--- src/core/wdt_pkg.sv ---
// Watchdog timer package: register map, fields, reset values, timing
package wdt_pkg;
    localparam int unsigned CNT_W = 32;
    localparam logic [11:0] OFS_CTRL = 12'h000;
    localparam logic [11:0] OFS_COUNT = 12'h004;
    localparam logic [11:0] OFS_MATCH = 12'h008;
    localparam logic [11:0] OFS_PULSE = 12'h00C;
    localparam logic [11:0] OFS_STATUS = 12'h010;
    localparam logic [11:0] OFS_RELOAD = 12'h014;
    localparam int unsigned CTRL_RUN = 0;
    localparam int unsigned CTRL_WDOG = 1;
    localparam int unsigned CTRL_EXT = 2;
    localparam int unsigned CTRL_PAUSE = 3;
    localparam int unsigned ST_RSTFLAG = 0;
    localparam int unsigned ST_MATCH = 1;
    localparam int unsigned ST_PULSE = 2;
    localparam logic [31:0] RELOAD_KEY = 32'h0000A55A;
    localparam logic [31:0] MATCH_RST = 32'hFFFFFFFF;
    localparam logic [15:0] PULSE_RST = 16'h0010;
    localparam int unsigned CLK_HZ = 10_000_000;
    localparam int unsigned INT_RST_MIN_CLKS = 10;
    localparam logic [1:0] RESP_OKAY = 2'b00;
    localparam logic [1:0] RESP_SLVERR = 2'b10;
    typedef enum logic [1:0] {WST_IDLE, WST_PULSE, WST_HOLD} wdt_state_t;
endpackage

--- src/core/wdt_top.sv ---
// Watchdog timer with reset pulse generator behind an AXI4-Lite slave
//
// The register addresses and register access over AXI4-Lite were chosen for this implementation.
`timescale 1ns/10ps
`default_nettype none
// Functional notes
// RULE_01: 32-bit counter advances every peripheral clock
// RULE_02: Match in watchdog mode drives match low
// RULE_03: Enable picks internal-only or pulsed external reset
// RULE_04: Missed reload resets chip internally
// RULE_05: Sticky flag records watchdog reset occurred
// RULE_06: Pause bit stops counting during core debug
// RULE_07: Timer mode: match gives no reset
// RULE_08: Software programs external pulse width
// RULE_09: Internal reset lasts at least ten clocks
// RULE_10: Software reloads counter before match distance
module wdt_top #(
    parameter int unsigned PULSE_W = 16
) (
    input wire logic CORE_CLK,
    input wire logic RSTN,
    input wire logic DEBUG_HALT,
    input wire logic [11:0] S_AXI_AWADDR,
    input wire logic S_AXI_AWVALID,
    output logic S_AXI_AWREADY,
    input wire logic [31:0] S_AXI_WDATA,
    input wire logic [3:0] S_AXI_WSTRB,
    input wire logic S_AXI_WVALID,
    output logic S_AXI_WREADY,
    output logic [1:0] S_AXI_BRESP,
    output logic S_AXI_BVALID,
    input wire logic S_AXI_BREADY,
    input wire logic [11:0] S_AXI_ARADDR,
    input wire logic S_AXI_ARVALID,
    output logic S_AXI_ARREADY,
    output logic [31:0] S_AXI_RDATA,
    output logic [1:0] S_AXI_RRESP,
    output logic S_AXI_RVALID,
    input wire logic S_AXI_RREADY,
    output logic MATCH_N,
    output logic CHIP_RESET_REQ,
    output logic RESET_OUTPUT_PIN_N
);
    localparam logic [4:0] INT_CNT_MAX = 5'(wdt_pkg::INT_RST_MIN_CLKS);

    // Debug halt comes from the core's domain boundary; synchronise
    logic dbg_s1_q, dbg_s2_q;
    always_ff @(posedge CORE_CLK or negedge RSTN) begin
        if (!RSTN) begin
            dbg_s1_q <= 1'b0;
            dbg_s2_q <= 1'b0;
        end else begin
            dbg_s1_q <= DEBUG_HALT;
            dbg_s2_q <= dbg_s1_q;
        end
    end

    // Register bus state
    logic aw_hold_q, aw_hold_d, w_hold_q, w_hold_d, bvalid_q, bvalid_d;
    logic rvalid_q, rvalid_d;
    logic [11:0] awaddr_q, awaddr_d;
    logic [31:0] wdata_q, wdata_d, rdata_q, rdata_d;
    logic [3:0] wstrb_q, wstrb_d;
    logic [1:0] bresp_q, bresp_d, rresp_q, rresp_d;
    // Block state
    logic [3:0] ctrl_q, ctrl_d;
    logic [31:0] cnt_q, cnt_d, match_q, match_d;
    logic [PULSE_W-1:0] pulse_q, pulse_d, pcnt_q, pcnt_d;
    logic [4:0] icnt_q, icnt_d;
    logic rstflag_q, rstflag_d, matched_q, matched_d;
    wdt_pkg::wdt_state_t st_q, st_d;

    logic wr_fire, rd_fire, hit, run, trip;
    logic [31:0] wval;

    assign wr_fire = aw_hold_q && w_hold_q && !bvalid_q;
    assign rd_fire = S_AXI_ARVALID && S_AXI_ARREADY;
    assign S_AXI_AWREADY = !aw_hold_q;
    assign S_AXI_WREADY = !w_hold_q;
    assign S_AXI_ARREADY = !rvalid_q;
    assign S_AXI_BVALID = bvalid_q;
    assign S_AXI_BRESP = bresp_q;
    assign S_AXI_RVALID = rvalid_q;
    assign S_AXI_RDATA = rdata_q;
    assign S_AXI_RRESP = rresp_q;

    // Byte-lane merge of write data onto a register
    function automatic logic [31:0] merge(input logic [31:0] old, input logic [31:0] nw,
                                          input logic [3:0] be);
        logic [31:0] r;
        r = old;
        for (int i = 0; i < 4; i++) begin
            if (be[i]) begin
                r[i*8 +: 8] = nw[i*8 +: 8];
            end
        end
        return r;
    endfunction

    assign hit = (cnt_q == match_q);
    assign run = ctrl_q[wdt_pkg::CTRL_RUN] && !(ctrl_q[wdt_pkg::CTRL_PAUSE] && dbg_s2_q); // RULE_06
    // Plain timer mode never trips, so a match there only wraps on
    assign trip = hit && run && ctrl_q[wdt_pkg::CTRL_WDOG] && st_q == wdt_pkg::WST_IDLE; // RULE_07

    always_comb begin
        aw_hold_d = aw_hold_q;
        w_hold_d = w_hold_q;
        awaddr_d = awaddr_q;
        wdata_d = wdata_q;
        wstrb_d = wstrb_q;
        bvalid_d = bvalid_q;
        bresp_d = bresp_q;
        rvalid_d = rvalid_q;
        rdata_d = rdata_q;
        rresp_d = rresp_q;
        ctrl_d = ctrl_q;
        cnt_d = cnt_q;
        match_d = match_q;
        pulse_d = pulse_q;
        rstflag_d = rstflag_q;
        matched_d = matched_q;
        st_d = st_q;
        pcnt_d = pcnt_q;
        icnt_d = icnt_q;
        wval = 32'h00000000;
        if (S_AXI_AWVALID && !aw_hold_q) begin
            aw_hold_d = 1'b1;
            awaddr_d = S_AXI_AWADDR;
        end
        if (S_AXI_WVALID && !w_hold_q) begin
            w_hold_d = 1'b1;
            wdata_d = S_AXI_WDATA;
            wstrb_d = S_AXI_WSTRB;
        end
        if (S_AXI_BVALID && S_AXI_BREADY) begin
            bvalid_d = 1'b0;
        end
        if (S_AXI_RVALID && S_AXI_RREADY) begin
            rvalid_d = 1'b0;
        end
        // Counter advances; match is latched while in watchdog mode
        if (run) begin
            cnt_d = cnt_q + 32'h00000001; // RULE_01
        end
        if (trip) begin
            matched_d = 1'b1; // RULE_02
            rstflag_d = 1'b1; // RULE_05
            if (ctrl_q[wdt_pkg::CTRL_EXT]) begin
                st_d = wdt_pkg::WST_PULSE; // RULE_03
                pcnt_d = pulse_q;
            end else begin
                st_d = wdt_pkg::WST_HOLD; // RULE_04
            end
            icnt_d = INT_CNT_MAX;
        end
        case (st_q)
            wdt_pkg::WST_IDLE: begin
            end
            wdt_pkg::WST_PULSE: begin
                if (pcnt_q > PULSE_W'(1)) begin
                    pcnt_d = pcnt_q - PULSE_W'(1); // RULE_08
                end else begin
                    st_d = wdt_pkg::WST_HOLD;
                end
            end
            wdt_pkg::WST_HOLD: begin
                if (icnt_q > 5'h01) begin
                    icnt_d = icnt_q - 5'h01; // RULE_09
                end else begin
                    st_d = wdt_pkg::WST_IDLE;
                    matched_d = 1'b0;
                    // Chip reset clears control and count, leaving the timer stopped
                    ctrl_d = 4'h0;
                    cnt_d = 32'h00000000;
                end
            end
            default: st_d = wdt_pkg::WST_IDLE;
        endcase
        if (wr_fire) begin
            aw_hold_d = 1'b0;
            w_hold_d = 1'b0;
            bvalid_d = 1'b1;
            bresp_d = wdt_pkg::RESP_OKAY;
            case (awaddr_q)
                wdt_pkg::OFS_CTRL: begin
                    wval = merge({28'h0000000, ctrl_q}, wdata_q, wstrb_q);
                    ctrl_d = wval[3:0];
                end
                wdt_pkg::OFS_COUNT: cnt_d = merge(cnt_q, wdata_q, wstrb_q);
                wdt_pkg::OFS_MATCH: match_d = merge(match_q, wdata_q, wstrb_q);
                wdt_pkg::OFS_PULSE: begin
                    wval = merge(32'(pulse_q), wdata_q, wstrb_q);
                    pulse_d = wval[PULSE_W-1:0];
                end
                wdt_pkg::OFS_STATUS: begin
                    // Write one to clear; a reset event in the same cycle wins
                    if (wdata_q[wdt_pkg::ST_RSTFLAG] && wstrb_q[0] && !trip) begin
                        rstflag_d = 1'b0; // RULE_05
                    end
                end
                wdt_pkg::OFS_RELOAD: begin
                    if (wdata_q == wdt_pkg::RELOAD_KEY) begin
                        cnt_d = 32'h00000000; // RULE_10
                    end
                end
                default: bresp_d = wdt_pkg::RESP_SLVERR;
            endcase
        end
        if (rd_fire) begin
            rvalid_d = 1'b1;
            rresp_d = wdt_pkg::RESP_OKAY;
            case (S_AXI_ARADDR)
                wdt_pkg::OFS_CTRL: rdata_d = {28'h0000000, ctrl_q};
                wdt_pkg::OFS_COUNT: rdata_d = cnt_q;
                wdt_pkg::OFS_MATCH: rdata_d = match_q;
                wdt_pkg::OFS_PULSE: rdata_d = 32'(pulse_q);
                wdt_pkg::OFS_STATUS: rdata_d = {29'h00000000, st_q == wdt_pkg::WST_PULSE,
                                                 matched_q, rstflag_q};
                wdt_pkg::OFS_RELOAD: rdata_d = 32'h00000000;
                default: begin
                    rdata_d = 32'h00000000;
                    rresp_d = wdt_pkg::RESP_SLVERR;
                end
            endcase
        end
    end

    always_ff @(posedge CORE_CLK or negedge RSTN) begin
        if (!RSTN) begin
            aw_hold_q <= 1'b0;
            w_hold_q <= 1'b0;
            awaddr_q <= 12'h000;
            wdata_q <= 32'h00000000;
            wstrb_q <= 4'h0;
            bvalid_q <= 1'b0;
            bresp_q <= 2'b00;
            rvalid_q <= 1'b0;
            rdata_q <= 32'h00000000;
            rresp_q <= 2'b00;
            ctrl_q <= 4'h0;
            cnt_q <= 32'h00000000;
            match_q <= wdt_pkg::MATCH_RST;
            pulse_q <= PULSE_W'(wdt_pkg::PULSE_RST);
            rstflag_q <= 1'b0;
            matched_q <= 1'b0;
            st_q <= wdt_pkg::WST_IDLE;
            pcnt_q <= '0;
            icnt_q <= 5'h00;
        end else begin
            aw_hold_q <= aw_hold_d;
            w_hold_q <= w_hold_d;
            awaddr_q <= awaddr_d;
            wdata_q <= wdata_d;
            wstrb_q <= wstrb_d;
            bvalid_q <= bvalid_d;
            bresp_q <= bresp_d;
            rvalid_q <= rvalid_d;
            rdata_q <= rdata_d;
            rresp_q <= rresp_d;
            ctrl_q <= ctrl_d;
            cnt_q <= cnt_d;
            match_q <= match_d;
            pulse_q <= pulse_d;
            rstflag_q <= rstflag_d;
            matched_q <= matched_d;
            st_q <= st_d;
            pcnt_q <= pcnt_d;
            icnt_q <= icnt_d;
        end
    end

    // Outputs are decoded from registered state only
    assign MATCH_N = !matched_q; // RULE_02
    assign CHIP_RESET_REQ = (st_q != wdt_pkg::WST_IDLE); // RULE_03
    assign RESET_OUTPUT_PIN_N = !(st_q == wdt_pkg::WST_PULSE); // RULE_08

    // Internal reset width: count how long the request stands
    logic [5:0] req_len_q;
    always_ff @(posedge CORE_CLK or negedge RSTN) begin
        if (!RSTN) begin
            req_len_q <= 6'h00;
        end else if (CHIP_RESET_REQ) begin
            req_len_q <= (req_len_q == 6'h3F) ? req_len_q : req_len_q + 6'h01;
        end else begin
            req_len_q <= 6'h00;
        end
    end

    a_int_rst_width: assert property (@(posedge CORE_CLK) disable iff (!RSTN) // RULE_09
        $fell(CHIP_RESET_REQ) |-> req_len_q >= 6'(wdt_pkg::INT_RST_MIN_CLKS))
        else $error("internal reset shorter than ten clocks");
    a_match_wdog: assert property (@(posedge CORE_CLK) disable iff (!RSTN) // RULE_02
        trip |=> !MATCH_N)
        else $error("match in watchdog mode did not drive match low");
    a_timer_no_rst: assert property (@(posedge CORE_CLK) disable iff (!RSTN) // RULE_07
        (st_q == wdt_pkg::WST_IDLE && !ctrl_q[wdt_pkg::CTRL_WDOG]) |=> !CHIP_RESET_REQ)
        else $error("reset raised in plain timer mode");
    a_count_step: assert property (@(posedge CORE_CLK) disable iff (!RSTN) // RULE_01
        (run && !wr_fire && st_q == wdt_pkg::WST_IDLE) |=> cnt_q == $past(cnt_q) + 32'h1)
        else $error("counter did not advance");
    a_debug_pause: assert property (@(posedge CORE_CLK) disable iff (!RSTN) // RULE_06
        (ctrl_q[wdt_pkg::CTRL_PAUSE] && dbg_s2_q && !wr_fire && st_q == wdt_pkg::WST_IDLE)
        |=> $stable(cnt_q))
        else $error("counter moved while paused in debug");
    a_ext_pulse: assert property (@(posedge CORE_CLK) disable iff (!RSTN) // RULE_03
        $rose(CHIP_RESET_REQ) && ctrl_q[wdt_pkg::CTRL_EXT] |-> !RESET_OUTPUT_PIN_N)
        else $error("external reset pulse missing");
    a_int_only: assert property (@(posedge CORE_CLK) disable iff (!RSTN) // RULE_04
        $rose(CHIP_RESET_REQ) && !ctrl_q[wdt_pkg::CTRL_EXT] |-> RESET_OUTPUT_PIN_N)
        else $error("internal-only reset reached the pin");
    a_flag_sticky: assert property (@(posedge CORE_CLK) disable iff (!RSTN) // RULE_05
        $rose(CHIP_RESET_REQ) |-> rstflag_q)
        else $error("reset flag not set on watchdog reset");
    a_pulse_len: assert property (@(posedge CORE_CLK) disable iff (!RSTN) // RULE_08
        $rose(CHIP_RESET_REQ) && !RESET_OUTPUT_PIN_N && pulse_q == PULSE_W'(16'h0003)
        |-> !RESET_OUTPUT_PIN_N [*3] ##1 RESET_OUTPUT_PIN_N)
        else $error("pulse width differs from programmed value");

    c_ext_reset: cover property (@(posedge CORE_CLK) disable iff (!RSTN)
        $fell(RESET_OUTPUT_PIN_N));
    c_int_reset: cover property (@(posedge CORE_CLK) disable iff (!RSTN)
        $rose(CHIP_RESET_REQ) && RESET_OUTPUT_PIN_N);
    c_pause: cover property (@(posedge CORE_CLK) disable iff (!RSTN)
        ctrl_q[wdt_pkg::CTRL_PAUSE] && dbg_s2_q && ctrl_q[wdt_pkg::CTRL_RUN]);
endmodule
`default_nettype wire

--- config.mk ---
export PLATFORM = sky130hd
export DESIGN_NAME = wdt_top
export DESIGN_NICKNAME = d
export VERILOG_FILES = /design/src/core/wdt_pkg.sv /design/src/core/wdt_top.sv
export SDC_FILE = /design/constraint.sdc
export NUM_CORES = 1
export LEC_CHECK = 0
export BUFFER_PORTS_ARGS = -buffer_cell sky130_fd_sc_hd__buf_2
export CAP_MARGIN = 20
export CORE_MARGIN = 2
export CORE_UTILIZATION = 40
export DETAILED_ROUTE_END_ITERATION = 12
export SLEW_MARGIN = 20
export SYNTH_ARGS = -nofsm -noshare
export SYNTH_HDL_FRONTEND = slang
export SYNTH_SLANG_ARGS = --single-unit
--- constraint.sdc ---
create_clock -name CORE_CLK -period 5.1 [get_ports CORE_CLK]
set_input_delay 0.51 -clock CORE_CLK [delete_from_list [all_inputs] [get_ports CORE_CLK]]
set_output_delay 0.51 -clock CORE_CLK [all_outputs]
set_load 0.01 [all_outputs]
==> metrics.md <==
| Metric | Value |
|---|---|
| Ys flop type | `dfrtp_1` |
| Number of fill cells | `2346` |
| Number of antenna diodes | `0` |
| Clk Latency, worst-skew pair | `between 400 and 500 ps` |
| Kind of critical path | `flop to flop` |
| Postcts setup bufs | `0` |
| Post-synth EDFFs | `0` |
| Post-synthesis sequential area ratio | `0.5061` |
| Port Buffers | `109` |
| Max frequency | `296.2 MHz` |
| Unique masters post-synth | `56` |
| Setup tns final | `0 ps` |
| CP arrival | `roughly 3700 ps` |
| RSZ-0062 raised after global routing | `false` |
| # DRC | `0` |
| Fin crit period | `3376 ps` |
| Worst vdd ir | `0.2434 mV` |
| First-pass GRT wire length | `roughly 43000 um` |
| Yosys Warn Count | `0` |
| CTS Buf Count | `17` |
| Final setup fails | `0` |
| Synthesized cell area | `9823 um^2` |
| GRT Total Usage | `0.2125` |
| Area growth syn-to-layout | `14.65%` |
| Die width | `160.7 um` |
| Final #Nets | `1091` |
| Average wire per standard cell | `19.53 um` |
| CTS resizes | `0` |
| Cts hold-fix bufs | `0` |
| Area contributors post-synth | `dfrtp_1 42%, mux2_2 12%, dfstp_2 8.8%, a22oi_1 3.4%, xnor2_1 3.2%` |
| CTS root buf | `clkbuf_16` |
| Comb pwr share | `0.135` |
| Clock tree buffer depth | `2` |
| Initial core utilization | `0.4051` |
| Synth Instances | `935` |
| Die Height | `around 160 um` |
| Share of post-route cells with drive strength above 1 | `0.2861` |
| Final Max Tran Viols | `0` |
| Setup slack at placement | `around 1800 ps` |
| Largest net degree at the start of global routing | `106` |
| CTS Sinks | `around 200` |
| Switching share of power | `0.2896` |
| Top cell type by total area after synthesis | `dfrtp_1` |
| Worst Path Max Fanout | `23` |
| Fin cells | `about 1400` |
| Max Cap Violations | `0` |
| Pleak | `between 4 and 5 nW` |
| Seq cells post-synth | `197` |
| Worst setup EP type | `flop` |
| Worst hold path class | `primary input to async pin` |
| CP required | `roughly 5400 ps` |
| RePlAce Congestion | `0.9054` |
| I/O pin count | `around 110` |
| Vias per std cell | `5.642` |
| Slew HR | `0.3069` |
| Power Dens Cells | `362.8 nW/um^2` |
| Switching pwr | `1.184 mW` |
| Hold Vio Cnt, Final | `0` |
| Final critical-path share of the clock period | `0.6620` |
| # rows | `57` |
| Async SR Flop Fraction | `1.000` |
| # H-tree levels | `4` |
| Overflow after GRT | `0` |
| Reg clk slew, reported paths | `70 ps` |
| HPWL Detailed | `19300 um` |
| Slew at the pin closest to its max-slew limit | `about 1000 ps` |
| Final Power | `4.086 mW` |
| Share of the synthesized area in the top cell type | `0.4178` |
| Vias in the first global route | `7471` |
| Antenna Nets Post-Route | `0` |
| Core area | `24250 um^2` |
| Post-Route WL | `26460 um` |
| Syn avg cell area | `10.51 um^2` |
| Startpoint types | `flop` |
| Setup WS post-layout | `approximately 1700 ps` |
| Internal Power | `about 2.9 mW` |
| Die Area | `25830 um^2` |
| Post-Place Cells | `1322` |
| Clock Skew | `9.623 ps` |
| Drt pass-1 iters | `5` |
| DR iter-0 viols | `between 500 and 600` |
| CTS tree | `yes` |
| Clock network power share | `0.343` |
| Share of power burned in registers | `0.522` |
| Vias | `7645` |
| Initial antenna violation count | `0` |
| Hold WS | `160.1 ps` |
| Status | `finished clean` |
-- power by group through the flow --
stage / clock network, mW / registers, mW / logic [mW]
6_report: 1.40 / 2.13 / 0.552
4_1_cts: 1.43 / 2.13 / 0.548
3_3_place_gp: 0 / 2.15 / 0.537
2_1_floorplan: 0 / 1.99 / 0.428
3_5_place_dp: 0 / 2.16 / 0.547
5_1_grt: 1.49 / 2.18 / 0.610
-- layout make-up --
| class | instances | area, um^2 | area share |
|---|---|---|---|
| Clock buffer | 22 | 454.2 | 0.04033 |
| Clock inverter | 10 | 147.6 | 0.01311 |
| Inverter | 32 | 120.1 | 0.01067 |
| Multi-Input combinational cell | 655 | 4532 | 0.4024 |
| Sequential cell | 197 | 4971 | 0.4414 |
| Tap cell | 324 | 405.4 | 0.03600 |
| Timing Repair Buffer | 115 | 631.9 | 0.05610 |
-- worst paths after layout --
kind,start,to,slack [ps],cells past startpoint
min,RSTN,pcnt_q[9],160,1
max,awaddr_q[7],cnt_q[1],1720,6
min in group CORE_CLK,DEBUG_HALT,dbg_s1_q,170,1
max reg2reg,awaddr_q[7],cnt_q[1],1720,6
max in group asynchronous,RSTN,match_q[16],3940,2
min reg2reg,dbg_s1_q,dbg_s2_q,370,0
-- synth_stat cells (7+ instances only) --
library cell	number
nor2_1	50
a21oi_1	24
or3_1	16
inv_1	32
nor4_1	13
nand4_1	29
nor2b_1	10
dfrtp_1	164
xnor2_1	36
dfstp_2	33
o21a_1	7
nand2_1	67
mux2i_1	12
nand3_1	45
nor3_1	36
o21ai_0	58
clkbuf_1	37
and3_1	9
a22oi_1	44
mux2_2	107
-- worst max-delay path, stage by stage (launching register included) --
cell     delay (ps)
dfrtp_1         370
or4_1           540
or4_1           620
or3_4           430
o21ai_2         770
o22ai_1         190
a221o_1         330
-- cells by family (layout without fill, tap and decap cells) --
logic type                 after synthesis  count (layout)  synth area share
muxes                                  120             120            0.1372
DFF                                    197             197            0.5061
AOI/OAI and AO/OA                      187             187            0.1241
buffers and inverters                   84             179           0.03490
xor gates and xnor gates                37              37           0.03299
other                                    1               2         0.0003818
adders and majority gates                5               5          0.006369
and+or+nand+nor                        304             304            0.1581
-- per-layer routing --
layer | wire length [um] | vias up | global-route usage
met5 | 0 | - | 0
met1 | 12570 | 3802 | 0.3196
met4 | 522 | 0 | 0.06494
met3 | 1569 | 34 | 0.03771
li1 | - | 3580 | -
met2 | 11800 | 229 | 0.3133
-- placed cells by master, fill, tap and decap left out, types with 9 or more instances in the layout --
cell type	netlist	final
a21oi_1	24	24
a22oi_1	44	44
and3_1	9	9
buf_2	4	108
clkbuf_16	0	17
dfrtp_1	164	164
dfstp_2	33	33
inv_1	32	32
mux2_2	107	107
mux2i_1	12	12
nand2_1	67	67
nand3_1	45	45
nand4_1	29	29
nor2_1	50	50
nor2b_1	10	9
nor3_1	36	36
nor4_1	13	13
o21ai_0	58	58
or3_1	16	16
xnor2_1	36	36
-- registers in the layout (all words and copies together), names as in the netlist --
name and flops:
awaddr_q 12, st_q 2, S_AXI_BVALID 1, w_hold_q 1, matched_q 1, rstflag_q 1, pulse_q 16, S_AXI_RDATA 32
S_AXI_RVALID 1, cnt_q 32, icnt_q 5, S_AXI_BRESP 1, wstrb_q 4, ctrl_q 4, wdata_q 32, aw_hold_q 1
pcnt_q 16, match_q 32, dbg_s1_q 1, dbg_s2_q 1, S_AXI_RRESP 1
-- per-stage QoR --
stage	area [um^2]	utilization
4_1_cts	11230	0.4631
2_1_floorplan	9827	-
3_5_place_dp	10630	0.4382
5_1_grt	11260	0.4644
6_report	11260	0.4644
3_3_place_gp	10630	0.4382
Note: power is estimated with default switching activity, not from simulation.
